### config.mk
export PLATFORM = sky130hd
export DESIGN_NAME = xfer_regs
export DESIGN_NICKNAME = d
export VERILOG_FILES = /design/src/xfer_pkg.sv /design/src/xfer_sync3.sv /design/src/xfer_fifo.sv /design/src/xfer_regs.sv
export SDC_FILE = /design/constraint.sdc
export NUM_CORES = 1
export LEC_CHECK = 0
export BUFFER_PORTS_ARGS = -buffer_cell sky130_fd_sc_hd__buf_2
export CAP_MARGIN = 20
export CORE_MARGIN = 5
export CORE_UTILIZATION = 55
export DETAILED_ROUTE_END_ITERATION = 10
export PLACE_DENSITY = 0.81
export SLEW_MARGIN = 40
export SYNTH_ARGS = -nofsm -noshare
export SYNTH_HDL_FRONTEND = slang
export SYNTH_SLANG_ARGS = --single-unit
### constraint.sdc
create_clock -name sys_clk_in -period 4.64 [get_ports sys_clk_in]
set_input_delay 0.232 -clock sys_clk_in [delete_from_list [all_inputs] [get_ports sys_clk_in]]
set_output_delay 0.232 -clock sys_clk_in [all_outputs]
set_load 0.01 [all_outputs]
### src/xfer_pkg.sv
// Constants, encodings and carrier types for the transfer count and host address register group.
// Assumes an eight bit local processor port and one 200 MHz system clock.
//
// Functional notes
// - Transfer count survives firmware and hard reset.
// - Resets clear FIFO, host and partial counters.
// - View zero: 18h-1Ah hold count bytes.
// - FIFO writes decrement count; count gates requests.
// - View one: FIFO, host, partial counters; bit7 forces full.
// - Diagnostic counters load on write, read back live.
// - Address survives resets; FIFO pointers are cleared.
// - View zero: 1Bh-1Eh hold address bytes.
// - Top byte is address or preempt counter.
// - Address advances 0, 1, 2 or 4 per access.
// - View one: 1Bh/1Ch expose writable FIFO pointers.
// - Data buffer at 1Fh survives resets.
// - Host pin functions follow selected bus type.
package xfer_pkg;

    // ****************************************************************
    // Register offsets
    // ****************************************************************
    localparam int MPU_ADDR_W = 5;
    localparam logic [4:0] OFF_COUNT_LOW = 5'h18;
    localparam logic [4:0] OFF_COUNT_MID = 5'h19;
    localparam logic [4:0] OFF_COUNT_HIGH = 5'h1a;
    localparam logic [4:0] OFF_ADDR_BYTE0 = 5'h1b;
    localparam logic [4:0] OFF_ADDR_BYTE1 = 5'h1c;
    localparam logic [4:0] OFF_ADDR_BYTE2 = 5'h1d;
    localparam logic [4:0] OFF_ADDR_BYTE3 = 5'h1e;
    localparam logic [4:0] OFF_BUFFER = 5'h1f;

    // ****************************************************************
    // Widths and field positions
    // ****************************************************************
    localparam int DATA_W = 8;
    localparam int COUNT_W = 24;
    localparam int ADDR_W = 32;
    localparam int FIFO_DEPTH = 32;
    localparam int FIFO_PTR_W = 7;
    localparam int FIFO_CNT_W = 8;
    localparam int HOST_CNT_W = 7;
    localparam int PART_CNT_W = 2;
    localparam int FORCE_FULL_BIT = 7;
    localparam int LOW_ADDR_W = 24;

    // ****************************************************************
    // Reset values and encodings
    // ****************************************************************
    localparam logic [7:0] RDATA_RESET = 8'h00;
    localparam logic [1:0] BUS_WIDE_ADDR = 2'h3;
    localparam logic [1:0] SIZE_NONE = 2'h0;
    localparam logic [1:0] SIZE_BYTE = 2'h1;
    localparam logic [1:0] SIZE_HALF = 2'h2;
    localparam logic [31:0] INC_NONE = 32'h0000_0000;
    localparam logic [31:0] INC_BYTE = 32'h0000_0001;
    localparam logic [31:0] INC_HALF = 32'h0000_0002;
    localparam logic [31:0] INC_WORD = 32'h0000_0004;

    typedef enum logic [1:0] {ST_IDLE, ST_REQUEST, ST_RELEASE} engine_state_t;

    typedef struct packed {
        logic [4:0] addr;
        logic wr;
        logic rd;
        logic [7:0] wdata;
    } mpu_req_t;

endpackage

### src/xfer_sync3.sv
// Three stage pin synchroniser with agreement filter.
// Assumes asynchronous inputs; the filtered level follows once stages two and three agree.
`timescale 1ns/1ps
`default_nettype none
module xfer_sync3 #(
    parameter int W = 1
) (
    // Clock and reset
    input wire logic sys_clk_in,
    input wire logic rst_n_in,
    // Pin side
    input wire logic [W-1:0] pin_in,
    // Filtered level
    output logic [W-1:0] level_out
);
    logic [W-1:0] stage1;
    logic [W-1:0] stage2;
    logic [W-1:0] stage3;
    logic [W-1:0] next_level;

    always_comb begin
        for (int i = 0; i < W; i++) begin
            next_level[i] = (stage2[i] == stage3[i]) ? stage3[i] : level_out[i];
        end
    end

    always_ff @(posedge sys_clk_in or negedge rst_n_in) begin
        if (!rst_n_in) begin
            stage1 <= '0;
            stage2 <= '0;
            stage3 <= '0;
            level_out <= '0;
        end else begin
            stage1 <= pin_in;
            stage2 <= stage1;
            stage3 <= stage2;
            level_out <= next_level;
        end
    end
endmodule
`default_nettype wire

### src/xfer_fifo.sv
// Data FIFO with loadable write and read pointers for diagnostics.
// Assumes pointers wider than the index so that full and empty are told apart.
`timescale 1ns/1ps
`default_nettype none
module xfer_fifo #(
    parameter int WIDTH = 8,
    parameter int DEPTH = 32,
    parameter int PTR_W = 7
) (
    // Clock and reset
    input wire logic sys_clk_in,
    input wire logic rst_n_in,
    input wire logic clear_in,
    // Fill side
    input wire logic in_valid_in,
    output logic in_ready_out,
    input wire logic [WIDTH-1:0] in_data_in,
    // Drain side
    output logic out_valid_out,
    input wire logic out_ready_in,
    output logic [WIDTH-1:0] out_data_out,
    // Pointer access
    input wire logic wr_load_in,
    input wire logic rd_load_in,
    input wire logic [PTR_W-1:0] load_ptr_in,
    output logic [PTR_W-1:0] wr_ptr_out,
    output logic [PTR_W-1:0] rd_ptr_out
);
    localparam int IDX_W = $clog2(DEPTH);
    localparam logic [PTR_W-1:0] DEPTH_P = PTR_W'(DEPTH);
    logic [WIDTH-1:0] mem [DEPTH];
    logic [PTR_W-1:0] next_wr;
    logic [PTR_W-1:0] next_rd;
    logic [PTR_W-1:0] fill;
    logic push;
    logic pop;

    // Diagnostic loads may set pointers that claim more than DEPTH entries; full then holds.
    assign fill = wr_ptr_out - rd_ptr_out;
    assign in_ready_out = (fill < DEPTH_P);
    assign out_valid_out = (fill != '0);
    assign out_data_out = mem[rd_ptr_out[IDX_W-1:0]];
    assign push = in_valid_in && in_ready_out;
    assign pop = out_valid_out && out_ready_in;

    always_comb begin
        next_wr = wr_ptr_out;
        next_rd = rd_ptr_out;
        if (clear_in) begin
            next_wr = '0;
            next_rd = '0;
        end else begin
            if (wr_load_in) begin
                next_wr = load_ptr_in;
            end else if (push) begin
                next_wr = wr_ptr_out + 1'b1;
            end
            if (rd_load_in) begin
                next_rd = load_ptr_in;
            end else if (pop) begin
                next_rd = rd_ptr_out + 1'b1;
            end
        end
    end

    always_ff @(posedge sys_clk_in or negedge rst_n_in) begin
        if (!rst_n_in) begin
            wr_ptr_out <= '0;
            rd_ptr_out <= '0;
        end else begin
            wr_ptr_out <= next_wr;
            rd_ptr_out <= next_rd;
        end
    end

    always_ff @(posedge sys_clk_in) begin
        if (push && !clear_in && !wr_load_in) begin
            mem[wr_ptr_out[IDX_W-1:0]] <= in_data_in;
        end
    end
endmodule
`default_nettype wire

### src/xfer_regs.sv
// Transfer count, host address and data buffer register group with a host fill engine.
// Assumes the view select and bus type come from configuration logic on the same clock,
// and that host data and size stay stable while the acknowledge pin is asserted.
`timescale 1ns/1ps
`default_nettype none
module xfer_regs #(
    parameter int FIFO_DEPTH = xfer_pkg::FIFO_DEPTH
) (
    // Clock and reset
    input wire logic sys_clk_in,
    input wire logic rst_n_in,
    input wire logic fw_reset_in,
    // Configuration
    input wire logic view_sel_in,
    input wire logic [1:0] bus_type_in,
    // Processor port
    input wire xfer_pkg::mpu_req_t mpu_req_in,
    output logic [xfer_pkg::DATA_W-1:0] mpu_rdata_out,
    output logic fifo_rdy_out,
    // Host side
    input wire logic host_ack_pin_in,
    input wire logic preempt_pin_in,
    input wire logic [1:0] host_size_in,
    input wire logic [xfer_pkg::DATA_W-1:0] host_data_in,
    output logic host_req_out,
    output logic host_own_out,
    output logic [xfer_pkg::ADDR_W-1:0] host_addr_out,
    output logic [7:0] preempt_count_out
);
    import xfer_pkg::*;

    // ****************************************************************
    // Declarations
    // ****************************************************************
    engine_state_t state;
    engine_state_t next_state;
    logic [COUNT_W-1:0] count;
    logic [COUNT_W-1:0] next_count;
    logic [ADDR_W-1:0] addr;
    logic [ADDR_W-1:0] next_addr;
    logic [FIFO_CNT_W-1:0] fifo_cnt;
    logic [FIFO_CNT_W-1:0] next_fifo_cnt;
    logic [HOST_CNT_W-1:0] host_cnt;
    logic [HOST_CNT_W-1:0] next_host_cnt;
    logic [PART_CNT_W-1:0] part_cnt;
    logic [PART_CNT_W-1:0] next_part_cnt;
    logic [DATA_W-1:0] buf_data;
    logic [DATA_W-1:0] next_buf_data;
    logic buf_full;
    logic next_buf_full;
    logic [DATA_W-1:0] next_rdata;
    logic [1:0] pins_level;
    logic ack_lvl;
    logic preempt_lvl;
    logic preempt_prev;
    logic preempt_tick;
    logic beat;
    logic push;
    logic pop;
    logic fifo_in_ready;
    logic fifo_out_valid;
    logic [DATA_W-1:0] fifo_out_data;
    logic [FIFO_PTR_W-1:0] wr_ptr;
    logic [FIFO_PTR_W-1:0] rd_ptr;
    logic wr_at;
    logic cnt_wr;
    logic addr_wr;
    logic wr_ptr_load;
    logic rd_ptr_load;
    logic buf_load;
    logic buf_rd;
    logic wide_bus;
    logic [ADDR_W-1:0] inc;

    // ****************************************************************
    // Pin synchronisation and decode
    // ****************************************************************
    xfer_sync3 #(.W(2)) u_sync (
        .sys_clk_in(sys_clk_in),
        .rst_n_in(rst_n_in),
        .pin_in({preempt_pin_in, host_ack_pin_in}),
        .level_out(pins_level)
    );

    assign ack_lvl = pins_level[0];
    assign preempt_lvl = pins_level[1];
    assign preempt_tick = preempt_lvl && !preempt_prev;
    assign wide_bus = (bus_type_in == BUS_WIDE_ADDR);
    assign wr_at = mpu_req_in.wr;
    assign cnt_wr = wr_at && !view_sel_in && (mpu_req_in.addr >= OFF_COUNT_LOW) && (mpu_req_in.addr <= OFF_COUNT_HIGH);
    assign addr_wr = wr_at && (mpu_req_in.addr >= OFF_ADDR_BYTE0) && (mpu_req_in.addr <= OFF_ADDR_BYTE3)
        && !(view_sel_in && (mpu_req_in.addr <= OFF_ADDR_BYTE1));
    assign wr_ptr_load = wr_at && view_sel_in && (mpu_req_in.addr == OFF_ADDR_BYTE0);
    assign rd_ptr_load = wr_at && view_sel_in && (mpu_req_in.addr == OFF_ADDR_BYTE1);
    assign buf_rd = mpu_req_in.rd && (mpu_req_in.addr == OFF_BUFFER);

    always_comb begin
        case (host_size_in)
            SIZE_NONE: inc = INC_NONE;
            SIZE_BYTE: inc = INC_BYTE;
            SIZE_HALF: inc = INC_HALF;
            default: inc = INC_WORD;
        endcase
    end

    // ****************************************************************
    // Host fill engine
    // ****************************************************************
    // Bit 7 of the FIFO byte counter blocks filling as if the FIFO were full.
    assign push = beat && fifo_in_ready && !fifo_cnt[FORCE_FULL_BIT];
    assign host_req_out = (state == ST_REQUEST);
    // Three of the four buses carry ownership active low.
    assign host_own_out = wide_bus ? (state != ST_IDLE) : (state == ST_IDLE);

    always_comb begin
        next_state = state;
        beat = 1'b0;
        case (state)
            ST_IDLE: begin
                if (count != '0 && fifo_in_ready && !fifo_cnt[FORCE_FULL_BIT]) begin
                    next_state = ST_REQUEST;
                end
            end
            ST_REQUEST: begin
                if (ack_lvl) begin
                    beat = 1'b1;
                    next_state = ST_RELEASE;
                end
            end
            ST_RELEASE: begin
                if (!ack_lvl) begin
                    next_state = ST_IDLE;
                end
            end
            default: next_state = ST_IDLE;
        endcase
        if (fw_reset_in) begin
            next_state = ST_IDLE;
        end
    end

    always_ff @(posedge sys_clk_in or negedge rst_n_in) begin
        if (!rst_n_in) begin
            state <= ST_IDLE;
            preempt_prev <= 1'b0;
        end else begin
            state <= next_state;
            preempt_prev <= preempt_lvl;
        end
    end

    // ****************************************************************
    // Count, address and buffer: kept through every reset
    // ****************************************************************
    always_comb begin
        next_count = count;
        next_addr = addr;
        next_buf_data = buf_data;
        if (push) begin
            next_count = count - 24'h1;
        end
        if (beat) begin
            if (wide_bus) begin
                next_addr = addr + inc;
            end else begin
                next_addr[LOW_ADDR_W-1:0] = addr[LOW_ADDR_W-1:0] + inc[LOW_ADDR_W-1:0];
            end
        end
        if (!wide_bus && preempt_tick) begin
            next_addr[ADDR_W-1:LOW_ADDR_W] = addr[ADDR_W-1:LOW_ADDR_W] + 8'h01;
        end
        if (cnt_wr) begin
            case (mpu_req_in.addr)
                OFF_COUNT_LOW: next_count[7:0] = mpu_req_in.wdata;
                OFF_COUNT_MID: next_count[15:8] = mpu_req_in.wdata;
                default: next_count[23:16] = mpu_req_in.wdata;
            endcase
        end
        if (addr_wr) begin
            case (mpu_req_in.addr)
                OFF_ADDR_BYTE0: next_addr[7:0] = mpu_req_in.wdata;
                OFF_ADDR_BYTE1: next_addr[15:8] = mpu_req_in.wdata;
                OFF_ADDR_BYTE2: next_addr[23:16] = mpu_req_in.wdata;
                default: next_addr[31:24] = mpu_req_in.wdata;
            endcase
        end
        if (buf_load) begin
            next_buf_data = fifo_out_data;
        end
        if (wr_at && mpu_req_in.addr == OFF_BUFFER) begin
            next_buf_data = mpu_req_in.wdata;
        end
    end

    // No reset branch on purpose: these values must outlive both reset kinds.
    always_ff @(posedge sys_clk_in) begin
        count <= next_count;
        addr <= next_addr;
        buf_data <= next_buf_data;
    end

    assign host_addr_out = wide_bus ? addr : {8'h00, addr[LOW_ADDR_W-1:0]};
    assign preempt_count_out = wide_bus ? 8'h00 : addr[ADDR_W-1:LOW_ADDR_W];

    // ****************************************************************
    // Diagnostic counters, buffer flag and read data
    // ****************************************************************
    // A firmware reset empties the FIFO, so no byte may move into the buffer in that cycle.
    assign buf_load = !buf_full && fifo_out_valid && !fw_reset_in;
    assign pop = buf_load;
    assign fifo_rdy_out = buf_full;

    always_comb begin
        next_fifo_cnt = fifo_cnt + FIFO_CNT_W'(push) - FIFO_CNT_W'(pop);
        next_host_cnt = host_cnt + HOST_CNT_W'(beat);
        next_part_cnt = beat ? part_cnt + inc[PART_CNT_W-1:0] : part_cnt;
        next_buf_full = buf_load || (buf_full && !buf_rd);
        if (wr_at && view_sel_in) begin
            case (mpu_req_in.addr)
                OFF_COUNT_LOW: next_fifo_cnt = mpu_req_in.wdata;
                OFF_COUNT_MID: next_host_cnt = mpu_req_in.wdata[HOST_CNT_W-1:0];
                OFF_COUNT_HIGH: next_part_cnt = mpu_req_in.wdata[PART_CNT_W-1:0];
                default: ;
            endcase
        end
        if (fw_reset_in) begin
            next_fifo_cnt = '0;
            next_host_cnt = '0;
            next_part_cnt = '0;
            next_buf_full = 1'b0;
        end
        next_rdata = mpu_rdata_out;
        if (mpu_req_in.rd) begin
            case (mpu_req_in.addr)
                OFF_COUNT_LOW: next_rdata = view_sel_in ? fifo_cnt : count[7:0];
                OFF_COUNT_MID: next_rdata = view_sel_in ? {1'b0, host_cnt} : count[15:8];
                OFF_COUNT_HIGH: next_rdata = view_sel_in ? {6'h00, part_cnt} : count[23:16];
                OFF_ADDR_BYTE0: next_rdata = view_sel_in ? {1'b0, wr_ptr} : addr[7:0];
                OFF_ADDR_BYTE1: next_rdata = view_sel_in ? {1'b0, rd_ptr} : addr[15:8];
                OFF_ADDR_BYTE2: next_rdata = addr[23:16];
                OFF_ADDR_BYTE3: next_rdata = addr[31:24];
                OFF_BUFFER: next_rdata = buf_data;
                default: next_rdata = 8'h00;
            endcase
        end
    end

    always_ff @(posedge sys_clk_in or negedge rst_n_in) begin
        if (!rst_n_in) begin
            fifo_cnt <= '0;
            host_cnt <= '0;
            part_cnt <= '0;
            buf_full <= 1'b0;
            mpu_rdata_out <= RDATA_RESET;
        end else begin
            fifo_cnt <= next_fifo_cnt;
            host_cnt <= next_host_cnt;
            part_cnt <= next_part_cnt;
            buf_full <= next_buf_full;
            mpu_rdata_out <= next_rdata;
        end
    end

    // ****************************************************************
    // Data FIFO
    // ****************************************************************
    xfer_fifo #(.WIDTH(DATA_W), .DEPTH(FIFO_DEPTH), .PTR_W(FIFO_PTR_W)) u_fifo (
        .sys_clk_in(sys_clk_in),
        .rst_n_in(rst_n_in),
        .clear_in(fw_reset_in),
        .in_valid_in(push),
        .in_ready_out(fifo_in_ready),
        .in_data_in(host_data_in),
        .out_valid_out(fifo_out_valid),
        .out_ready_in(!buf_full),
        .out_data_out(fifo_out_data),
        .wr_load_in(wr_ptr_load),
        .rd_load_in(rd_ptr_load),
        .load_ptr_in(mpu_req_in.wdata[FIFO_PTR_W-1:0]),
        .wr_ptr_out(wr_ptr),
        .rd_ptr_out(rd_ptr)
    );
endmodule
`default_nettype wire

# After elaboration in Yosys (flattened, before gate mapping)
# Memory sizes are Yosys's and may differ from the RTL's.
# Index checks and enable logic that the tools add are counted.
# totals
mem_bits_rw,256
reg_bits,115
elab_cells,150
out_inout_bits,51
rom_bits,0
inputBits,33
mem_count,1
latchBits,0
# op_classes
n_div,0
reduce_logical,45
n_lt_le_gt_ge,6
bitwise,0
addsub,11
eq_ne,18
shift,0
muxes,52
multipliers,0
# memory_table
memory,words,word_bits,rd,rd_clocked_by_memory_dff,write_ports,line_no,text
u_fifo.mem,32,8,1,0,1,xfer_fifo.sv:31,logic [WIDTH-1:0] mem [DEPTH];
# ops
operator,n
$mux 8,20
$mux 32,3
$mux 24,3
$pmux 8 s8,1
$mux 7,9
$eq 5x5->1 const B,8
$add 32x32->32,1
$add 24x24->24,1
$logic_and 1x1->1,24
$reduce_bool 24->1,1
$sub 24x1->24 const B,1
$mux 2,8
$le 5x5->1 const B,3
$add 7x1->7 const B,2
$ge 5x5->1 const B,2
$logic_not 1->1,9
$pmux 3 s3,1
$add 8x1->8,1
$add 8x1->8 const B,1
$sub 8x1->8,1
$add 7x1->7,1
$lt 7x6->1 const B,1
$reduce_bool 7->1,1
$sub 7x7->7,1
15 further kinds,28

# Depth between registers and ports, before layout
# Gate-level depths: netlist of the first run.
# depth
ltp_word,9
depth_mapped,22
mapped_depth_nobuf,18

# Modules after synthesis
# From an unflattened synthesis of the first run, not the netlist that was laid out.
# hier_totals
hier_cells,1302
area_unflattened_um2,17435.5
# modules_own_cells
module,n_inst,seq_area_each_um2,cells_each,area_per_inst_um2
xfer_fifo,1,8037.7,568,11183.2
xfer_regs,1,2087.0,724,6029.5
xfer_sync3,1,200.2,10,222.7

# Worst setup path before layout of the first run
# No wires, ideal clock.
# synth_path
path_kind,flip-flop to flip-flop
from,register u_fifo.rd_ptr_out[2]
to,register fifo_cnt[6]
arrival_time_ns,4.371
t_required_ns,4.562
path_buffers,2
setup_slack_ns,0.190
period_less_slack_ns,4.450
stages_incl_launch_ff,21
setup_ns,0.078
path_cell_list,dfrtp_1 -> inv_2 -> clkbuf_1 -> ha_1 -> o21ai_0 -> a21oi_1 -> o22ai_1 -> mux2_2 -> buf_1 -> nand2_1 -> nand3b_1 -> o21ai_0 -> ha_1 -> fa_1 -> a21o_1 -> a21oi_1 -> o21bai_1 -> a21oi_1 -> xnor2_1 -> nand2_1 -> a21oi_1
# synth_via
elab_chain_cells,9
word_cells_on_any_way,12
cone_classes,add/sub (3); order compare (1); mux (3); reduce/logical (5)
# synth_rtl
element,line_no,text
"start, declared",xfer_fifo.sv:27,output logic [PTR_W-1:0] rd_ptr_out
"start signal, assigned",xfer_fifo.sv:72,rd_ptr_out <= next_rd;
$sub 7x7->7 *,xfer_fifo.sv:39,assign fill = wr_ptr_out - rd_ptr_out;
$lt 7x6->1,xfer_fifo.sv:40,assign in_ready_out = (fill < DEPTH_P);
$logic_and 1x1->1 (2 in a row),xfer_regs.sv:110,assign push = beat && fifo_in_ready && !fifo_cnt[FORCE_FULL_BIT];
$add 8x1->8,xfer_regs.sv:214,next_fifo_cnt = fifo_cnt + FIFO_CNT_W'(push) - FIFO_CNT_W'(pop);
$sub 8x1->8 *,xfer_regs.sv:214,
$mux 8,xfer_regs.sv:219,case (mpu_req_in.addr)
$mux 8 *,xfer_regs.sv:218,if (wr_at && view_sel_in) begin
$mux 8 *,xfer_regs.sv:226,if (fw_reset_in) begin
named net next_fifo_cnt[6],xfer_regs.sv:42,logic [FIFO_CNT_W-1:0] next_fifo_cnt;
"end signal, assigned",xfer_regs.sv:256,fifo_cnt <= next_fifo_cnt;
"end, declared",xfer_regs.sv:41,logic [FIFO_CNT_W-1:0] fifo_cnt;
# Mark *: on every way through the listed nets, which the timed path passes. The rest lies on a longest branch.
# A chain may end at the register's enable or synchronous reset.

# Final worst setup path of the first run
# layout_path
from,register u_fifo.rd_ptr_out[4]
to,register fifo_cnt[6]
# The elaborated chain is that of the path after synthesis.

==> results of run 1 <==
-- registers in the layout, indices dropped and copies added (netlist names) --
| signal | count |
|---|---|
| addr | 32 |
| buf_data | 8 |
| count | 24 |
| fifo_cnt | 8 |
| fifo_rdy_out | 1 |
| host_cnt | 7 |
| mpu_rdata_out | 8 |
| part_cnt | 2 |
| preempt_prev | 1 |
| state | 2 |
| u_fifo.mem | 256 |
| u_fifo.rd_ptr_out | 7 |
| u_fifo.wr_ptr_out | 7 |
| u_sync.level_out | 2 |
| u_sync.stage1 | 2 |
| u_sync.stage2 | 2 |
| u_sync.stage3 | 2 |
-- per-stage QoR --
step                      utilization  total power (W)
after detailed placement       0.5771         0.006497
final                          0.6168         0.009394
after floorplan                     -         0.005833
after global placement         0.5770         0.006418
after global routing           0.6168         0.009780
after CTS                      0.6164         0.009397
-- critical path, delay by kind of cell (launching register included) --
| family | cells | cell delay (ns) |
|---|---|---|
| AO/OA/AOI/OAI | 7 | 1.27 |
| AND/OR/NAND/NOR | 4 | 0.63 |
| adder cells (fa/ha/maj) | 3 | 0.87 |
| buffers and inverters | 1 | 0.17 |
| multiplexers | 1 | 0.50 |
| flip-flops | 1 | 0.56 |
| XOR/XNOR | 1 | 0.14 |
-- where the power goes --
part / switching [W] / internal, W / total (W)
logic: 0.00125 / 0.00109 / 0.00234
clock network: 0.00127 / 0.00166 / 0.00292
registers: 0.000319 / 0.00381 / 0.00413
-- per-layer routing --
| layer | up-vias | global-route usage |
|---|---|---|
| li1 | 4872 | - |
| met1 | 5483 | 0.3425 |
| met2 | 652 | 0.4156 |
| met3 | 103 | 0.03635 |
| met4 | 0 | 0.08161 |
| met5 | - | 0 |
-- what timing repair did --
item,CTS,global route
hold buffers,3,0
endpoints found under the hold margin,16,0
setup endpoints to repair,0,0
-- cell families after synthesis --
logic type / count (synthesis) / share of synthesized area
compound gates: 180 / 0.06830
xor+xnor: 83 / 0.04262
fa+ha+maj: 30 / 0.02260
simple gates: 391 / 0.1096
buf+inv: 113 / 0.03228
mux: 101 / 0.1192
flops: 371 / 0.6054
-- cell usage after synthesis, drive strengths merged (26+ instances only) --
master  count  share of area
dfxtp      56          0.066
xor2       38          0.020
dfrtp      51          0.075
buf        44          0.017
mux4       80           0.11
xnor2      45          0.023
nor2      116          0.026
nand2     130          0.029
a21oi      33         0.0097
nand3      34          0.010
ha         26          0.019
edfxtp    264           0.46
o21ai      58          0.017
clkbuf     43          0.010
-- worst max path at each step --
stage                         startpoint          end  slack (ns)  cells after the start
floorplan           u_fifo.rd_ptr_out[2]  fifo_cnt[6]        0.19                     20
global placement    u_fifo.rd_ptr_out[4]  fifo_cnt[6]        0.63                     17
detailed placement  u_fifo.rd_ptr_out[4]  fifo_cnt[6]        0.47                     17
CTS                 u_fifo.rd_ptr_out[4]  fifo_cnt[6]        0.44                     17
global route        u_fifo.rd_ptr_out[4]  fifo_cnt[6]         0.1                     17
finish              u_fifo.rd_ptr_out[4]  fifo_cnt[6]        0.40                     17
-- area by class of cell --
type                       count  area, um^2
clock buffer                  48        1008
sequential                   371       10330
timing repair buffer         103       580.6
fill                        2239       11720
clock inverter                18       162.7
tap                          396       495.5
inverter                      26       97.59
multi-input combinational    785        6193
==> results.tsv, run 1 <==
metric	value	unit
fp-row-count	64	
vias	11110	
wire_per_inst	24.79	um
dr.pass1.iters	8	
cp-end-kind	flip-flop	
met2_length	21.26	mm
fin_area	18870	um^2
ir_worst_vdd	0.0003706	V
synth_cell_types	67	
cp_slowest_cell	dfrtp_1	
path_common_cell	a21oi_1	
cp_slowest_stage_delay	0.56	ns
clkLatencyLatePin	0.55	ns
r2r_slack	0.40	ns
finalCritPeriodShare	0.9148	
worstPathArrival	4.68	ns
post-dp-hpwl	28.03	mm
synth_seq_area_share	0.6054	
syn_inst	1269	
start_util	0.5576	
min_to	count[15]	
rsz0062_at_grt	no	
mostFrequentLayoutCells	edfxtp_1, nand2_1, nor2_1, buf_2, mux4_2	
drt_iter0_drc	1229	
antenna_cells	0	
drive_gt1_frac	0.1962	
power_density	497.9	nW/um^2
finalNonFillerCells	1747	
setup-violations-final	0	
fin_tns_setup	0	ns
ioPinCount	84	
die_w	186.1	um
dp_slack	0.4657	ns
die_area	34630	um^2
p_leak	6.507	nW
overflow	0	
slew_viol_final	0	
synthToLayoutAreaGrowth	10.63	%
wirelength	43.30	mm
crit_fanout	18	
io_buffers	83	
crit_type	reg -> reg	
drt.antenna.violating_nets	0	
nNetsFinal	1385	
slew_headroom	0.4069	
layout.cells.most_common	edfxtp_1	
post_cts_resize_count	0	
top_layer	met4	
crit_required	5.08	ns
yosysWarnings	0	
first_global_vias	10883	
r2r_end	fifo_cnt[6]	
clk_path_buf_depth	3	
synth_edf_count	264	
ff2ff_path_depth	17	
cts_setup_buffers	0	
core	30590	um^2
cts_inserted_buffers	37	
hold_viol	0	
r2r_start	u_fifo.rd_ptr_out[4]	
root_buffer	clkbuf_16	
synth_fp_nets	1330	
tightest_slew	0.8863	ns
htree_num_levels	2	
via_per_inst	6.359	
ys_async_sr_fraction	0.1375	
wl_met3	4.136	mm
synth_area_per_cell	13.44	um^2
yosys_register_bits	371	
fmax	0.2356	GHz
hold_path_depth	3	
drt_drc_violations_left	0	
die_h	186.1	um
grt_max_degree	69	
dpl_cell_area	17650	um^2
skew	0.02694	ns
crit_chain	clkinv_1 -> ha_1 -> or2_2 -> o22ai_1 -> mux2_2 -> nand2_1 -> nand3b_1 -> o21ai_0 -> ha_1 -> fa_1 -> a21o_1 -> a21oi_1 -> o21bai_1 -> a21oi_1 -> xnor2_1 -> nand2_1 -> a21oi_1	
start_kind	flip-flop	
holdCritStartpoint	mpu_req_in[7]	
clock-sinks	371	
timing.final.ws_setup	0.3954	ns
layout_min_cycle_time	4.245	ns
cts.clk_slew.worst_paths	0.06	ns
holdWs	0.08784	ns
drv_cap	0	
synth_flop_cell	edfxtp_1	
place.gp.congestion	0.9140	
grt_usage	0.2495	
status	complete, no violations	
drt-met1-wl	16.46	mm
dp_cells	1678	
syn_area	17060	um^2
hold_path_class	in -> reg	
cts_tree	yes	
grt_pass1_wl	65.12	mm
antenna_found_initial	0	
Note: power is estimated with default switching activity, not from simulation.
==> run 2: changes to the inputs <==
--- a/config.mk
+++ b/config.mk
@@ -10,7 +10,7 @@
 export CORE_MARGIN = 5
 export CORE_UTILIZATION = 55
 export DETAILED_ROUTE_END_ITERATION = 10
-export PLACE_DENSITY = 0.81
+export PLACE_DENSITY = 0.78
 export SLEW_MARGIN = 40
 export SYNTH_ARGS = -nofsm -noshare
 export SYNTH_HDL_FRONTEND = slang
==> constraint.sdc (replaced) <==
create_clock -name sys_clk_in -period 4.3 [get_ports sys_clk_in]
set_input_delay 0.215 -clock sys_clk_in [delete_from_list [all_inputs] [get_ports sys_clk_in]]
set_output_delay 0.215 -clock sys_clk_in [all_outputs]
set_load 0.01 [all_outputs]
==> results.tsv, run 2 (synthesis results as in run 1) <==
metric	value	unit
status	complete, no violations	
cts_inserted_buffers	38	
via_per_inst	6.223	
worstPathArrival	4.34	ns
slew_viol_final	0	
post-dp-hpwl	27.25	mm
cp-end-kind	flip-flop	
synthToLayoutAreaGrowth	11.94	%
hold_viol	0	
power_density	549.0	nW/um^2
grt_usage	0.2508	
cts.clk_slew.worst_paths	0.06	ns
fp-row-count	64	
layout.cells.most_common	edfxtp_1	
overflow	0	
dr.pass1.iters	8	
fin_area	19090	um^2
path_common_cell	a21oi_1	
clock-sinks	371	
grt_max_degree	69	
cp_slowest_stage_delay	0.44	ns
fin_tns_setup	0	ns
layout_min_cycle_time	3.897	ns
skew	0.01246	ns
dp_slack	0.3251	ns
drt.antenna.violating_nets	0	
ioPinCount	84	
root_buffer	clkbuf_16	
crit_required	4.75	ns
timing.final.ws_setup	0.4029	ns
tightest_slew	0.8347	ns
dpl_cell_area	17730	um^2
clk_path_buf_depth	3	
wirelength	42.91	mm
antenna_found_initial	1	
fillCellCount	2251	
slew_headroom	0.4415	
antenna_cells	0	
clkLatencyLatePin	0.53	ns
setup-violations-final	0	
start_util	0.5576	
crit_fanout	10	
wire_per_inst	24.41	um
htree_num_levels	2	
die_h	186.1	um
hold_path_class	in -> reg	
grt_pass1_wl	65.44	mm
mostFrequentLayoutCells	edfxtp_1, nand2_1, nor2_1, buf_2, mux4_2	
cts_setup_buffers	0	
cts_tree	yes	
multi_input_area	6211	um^2
core	30590	um^2
nNetsFinal	1395	
drv_cap	0	
finalCritPeriodShare	0.9063	
crit_type	reg -> reg	
vias	10940	
drt_drc_violations_left	0	
p_leak	6.628	nW
drt_iter0_drc	1150	
largest_reg_flops	256	
seqCellArea	10330	um^2
fmax	0.2566	GHz
first_global_vias	10768	
drive_gt1_frac	0.2063	
place.gp.congestion	0.9118	
cp_slowest_cell	ha_1	
die_area	34630	um^2
crit_chain	clkinv_1 -> ha_1 -> xor2_1 -> or3_1 -> a21oi_1 -> buf_4 -> nand2_1 -> nand3b_1 -> o21ai_0 -> ha_1 -> fa_1 -> a21o_1 -> a21oi_1 -> o21bai_1 -> a21oi_1 -> xnor2_1 -> nand2_1 -> a21oi_1	
rsz0062_at_grt	no	
start_kind	flip-flop	
ir_worst_vdd	0.0004166	V
io_buffers	83	
die_w	186.1	um
## run 2: cell count changes in the layout (fill, tap and decap cells not counted), moves of 2 or more
cell / change
buf_4: +9
bufinv_16: +5
clkinv_1: -2
nor2_1: -2
nor2_2: +2
## run 2: area by class of cell
cell class,count,area share
sequential,371,0.5411
multi-input combinational,785,0.3253
clock buffer,48,0.05282
timing repair buffer,112,0.03395
tap,396,0.02595
clock inverter,20,0.01579
inverter,26,0.005112
## run 2: where the power goes
part | leakage [nW] | total [W] | switching [W] | internal [W]
clock network | 0.635 | 0.00347 | 0.00137 | 0.00210
registers | 3.50 | 0.00445 | 0.000341 | 0.00411
logic | 2.49 | 0.00256 | 0.00136 | 0.00120
## run 2: per-stage QoR
stage          total power (W)  hold WS [ns]  cells  utilization
6_report               0.01048       0.07896   1758       0.6241
5_1_grt                0.01096       0.09381   1758       0.6241
3_3_place_gp          0.006965        0.3240   1687       0.5792
3_5_place_dp          0.007041        0.3265   1687       0.5797
2_1_floorplan         0.006295      -0.08059   1269            -
4_1_cts                0.01052       0.06196   1758       0.6235
## run 2: critical path: cells and delay by family (launching register included)
family	cells	cell delay [ns]
xor gates and xnor gates	2	0.29
and+or+nand+nor	4	0.61
DFF	1	0.35
adders and majority gates	3	1.07
AOI/OAI and AO/OA	7	1.10
buffers and inverters	2	0.41
## run 2: worst paths after layout
| path | start | to | slack [ns] | cells after the start |
|---|---|---|---|---|
| hold reg to reg | u_sync.stage1[0] | u_sync.stage2[0] | 0.35 | 0 |
| setup reg to reg | u_fifo.rd_ptr_out[4] | fifo_cnt[6] | 0.40 | 18 |
| min in group asynchronous | rst_n_in | u_sync.stage1[1] | 0.35 | 3 |
| hold / removal | mpu_req_in[8] | mpu_rdata_out[7] | 0.08 | 2 |
| setup / recovery | u_fifo.rd_ptr_out[4] | fifo_cnt[6] | 0.40 | 18 |
| max in group asynchronous | rst_n_in | u_fifo.rd_ptr_out[0] | 3.40 | 3 |
## run 2: what timing repair did
| action | 4_1_cts | 5_1_grt |
|---|---|---|
| hold endpoints to repair | 53 | 0 |
| hold buffers | 3 | 0 |
| setup endpoints to repair | 0 | 1 |
| gates resized for setup | 0 | 1 |
## run 2: routing by layer
layer,up-vias,share of wire,global-route usage
met5,-,0.00030,0
met4,2,0.030,0.07520
met1,5432,0.39,0.3378
met3,88,0.080,0.04534
met2,529,0.50,0.4219
li1,4889,-,-
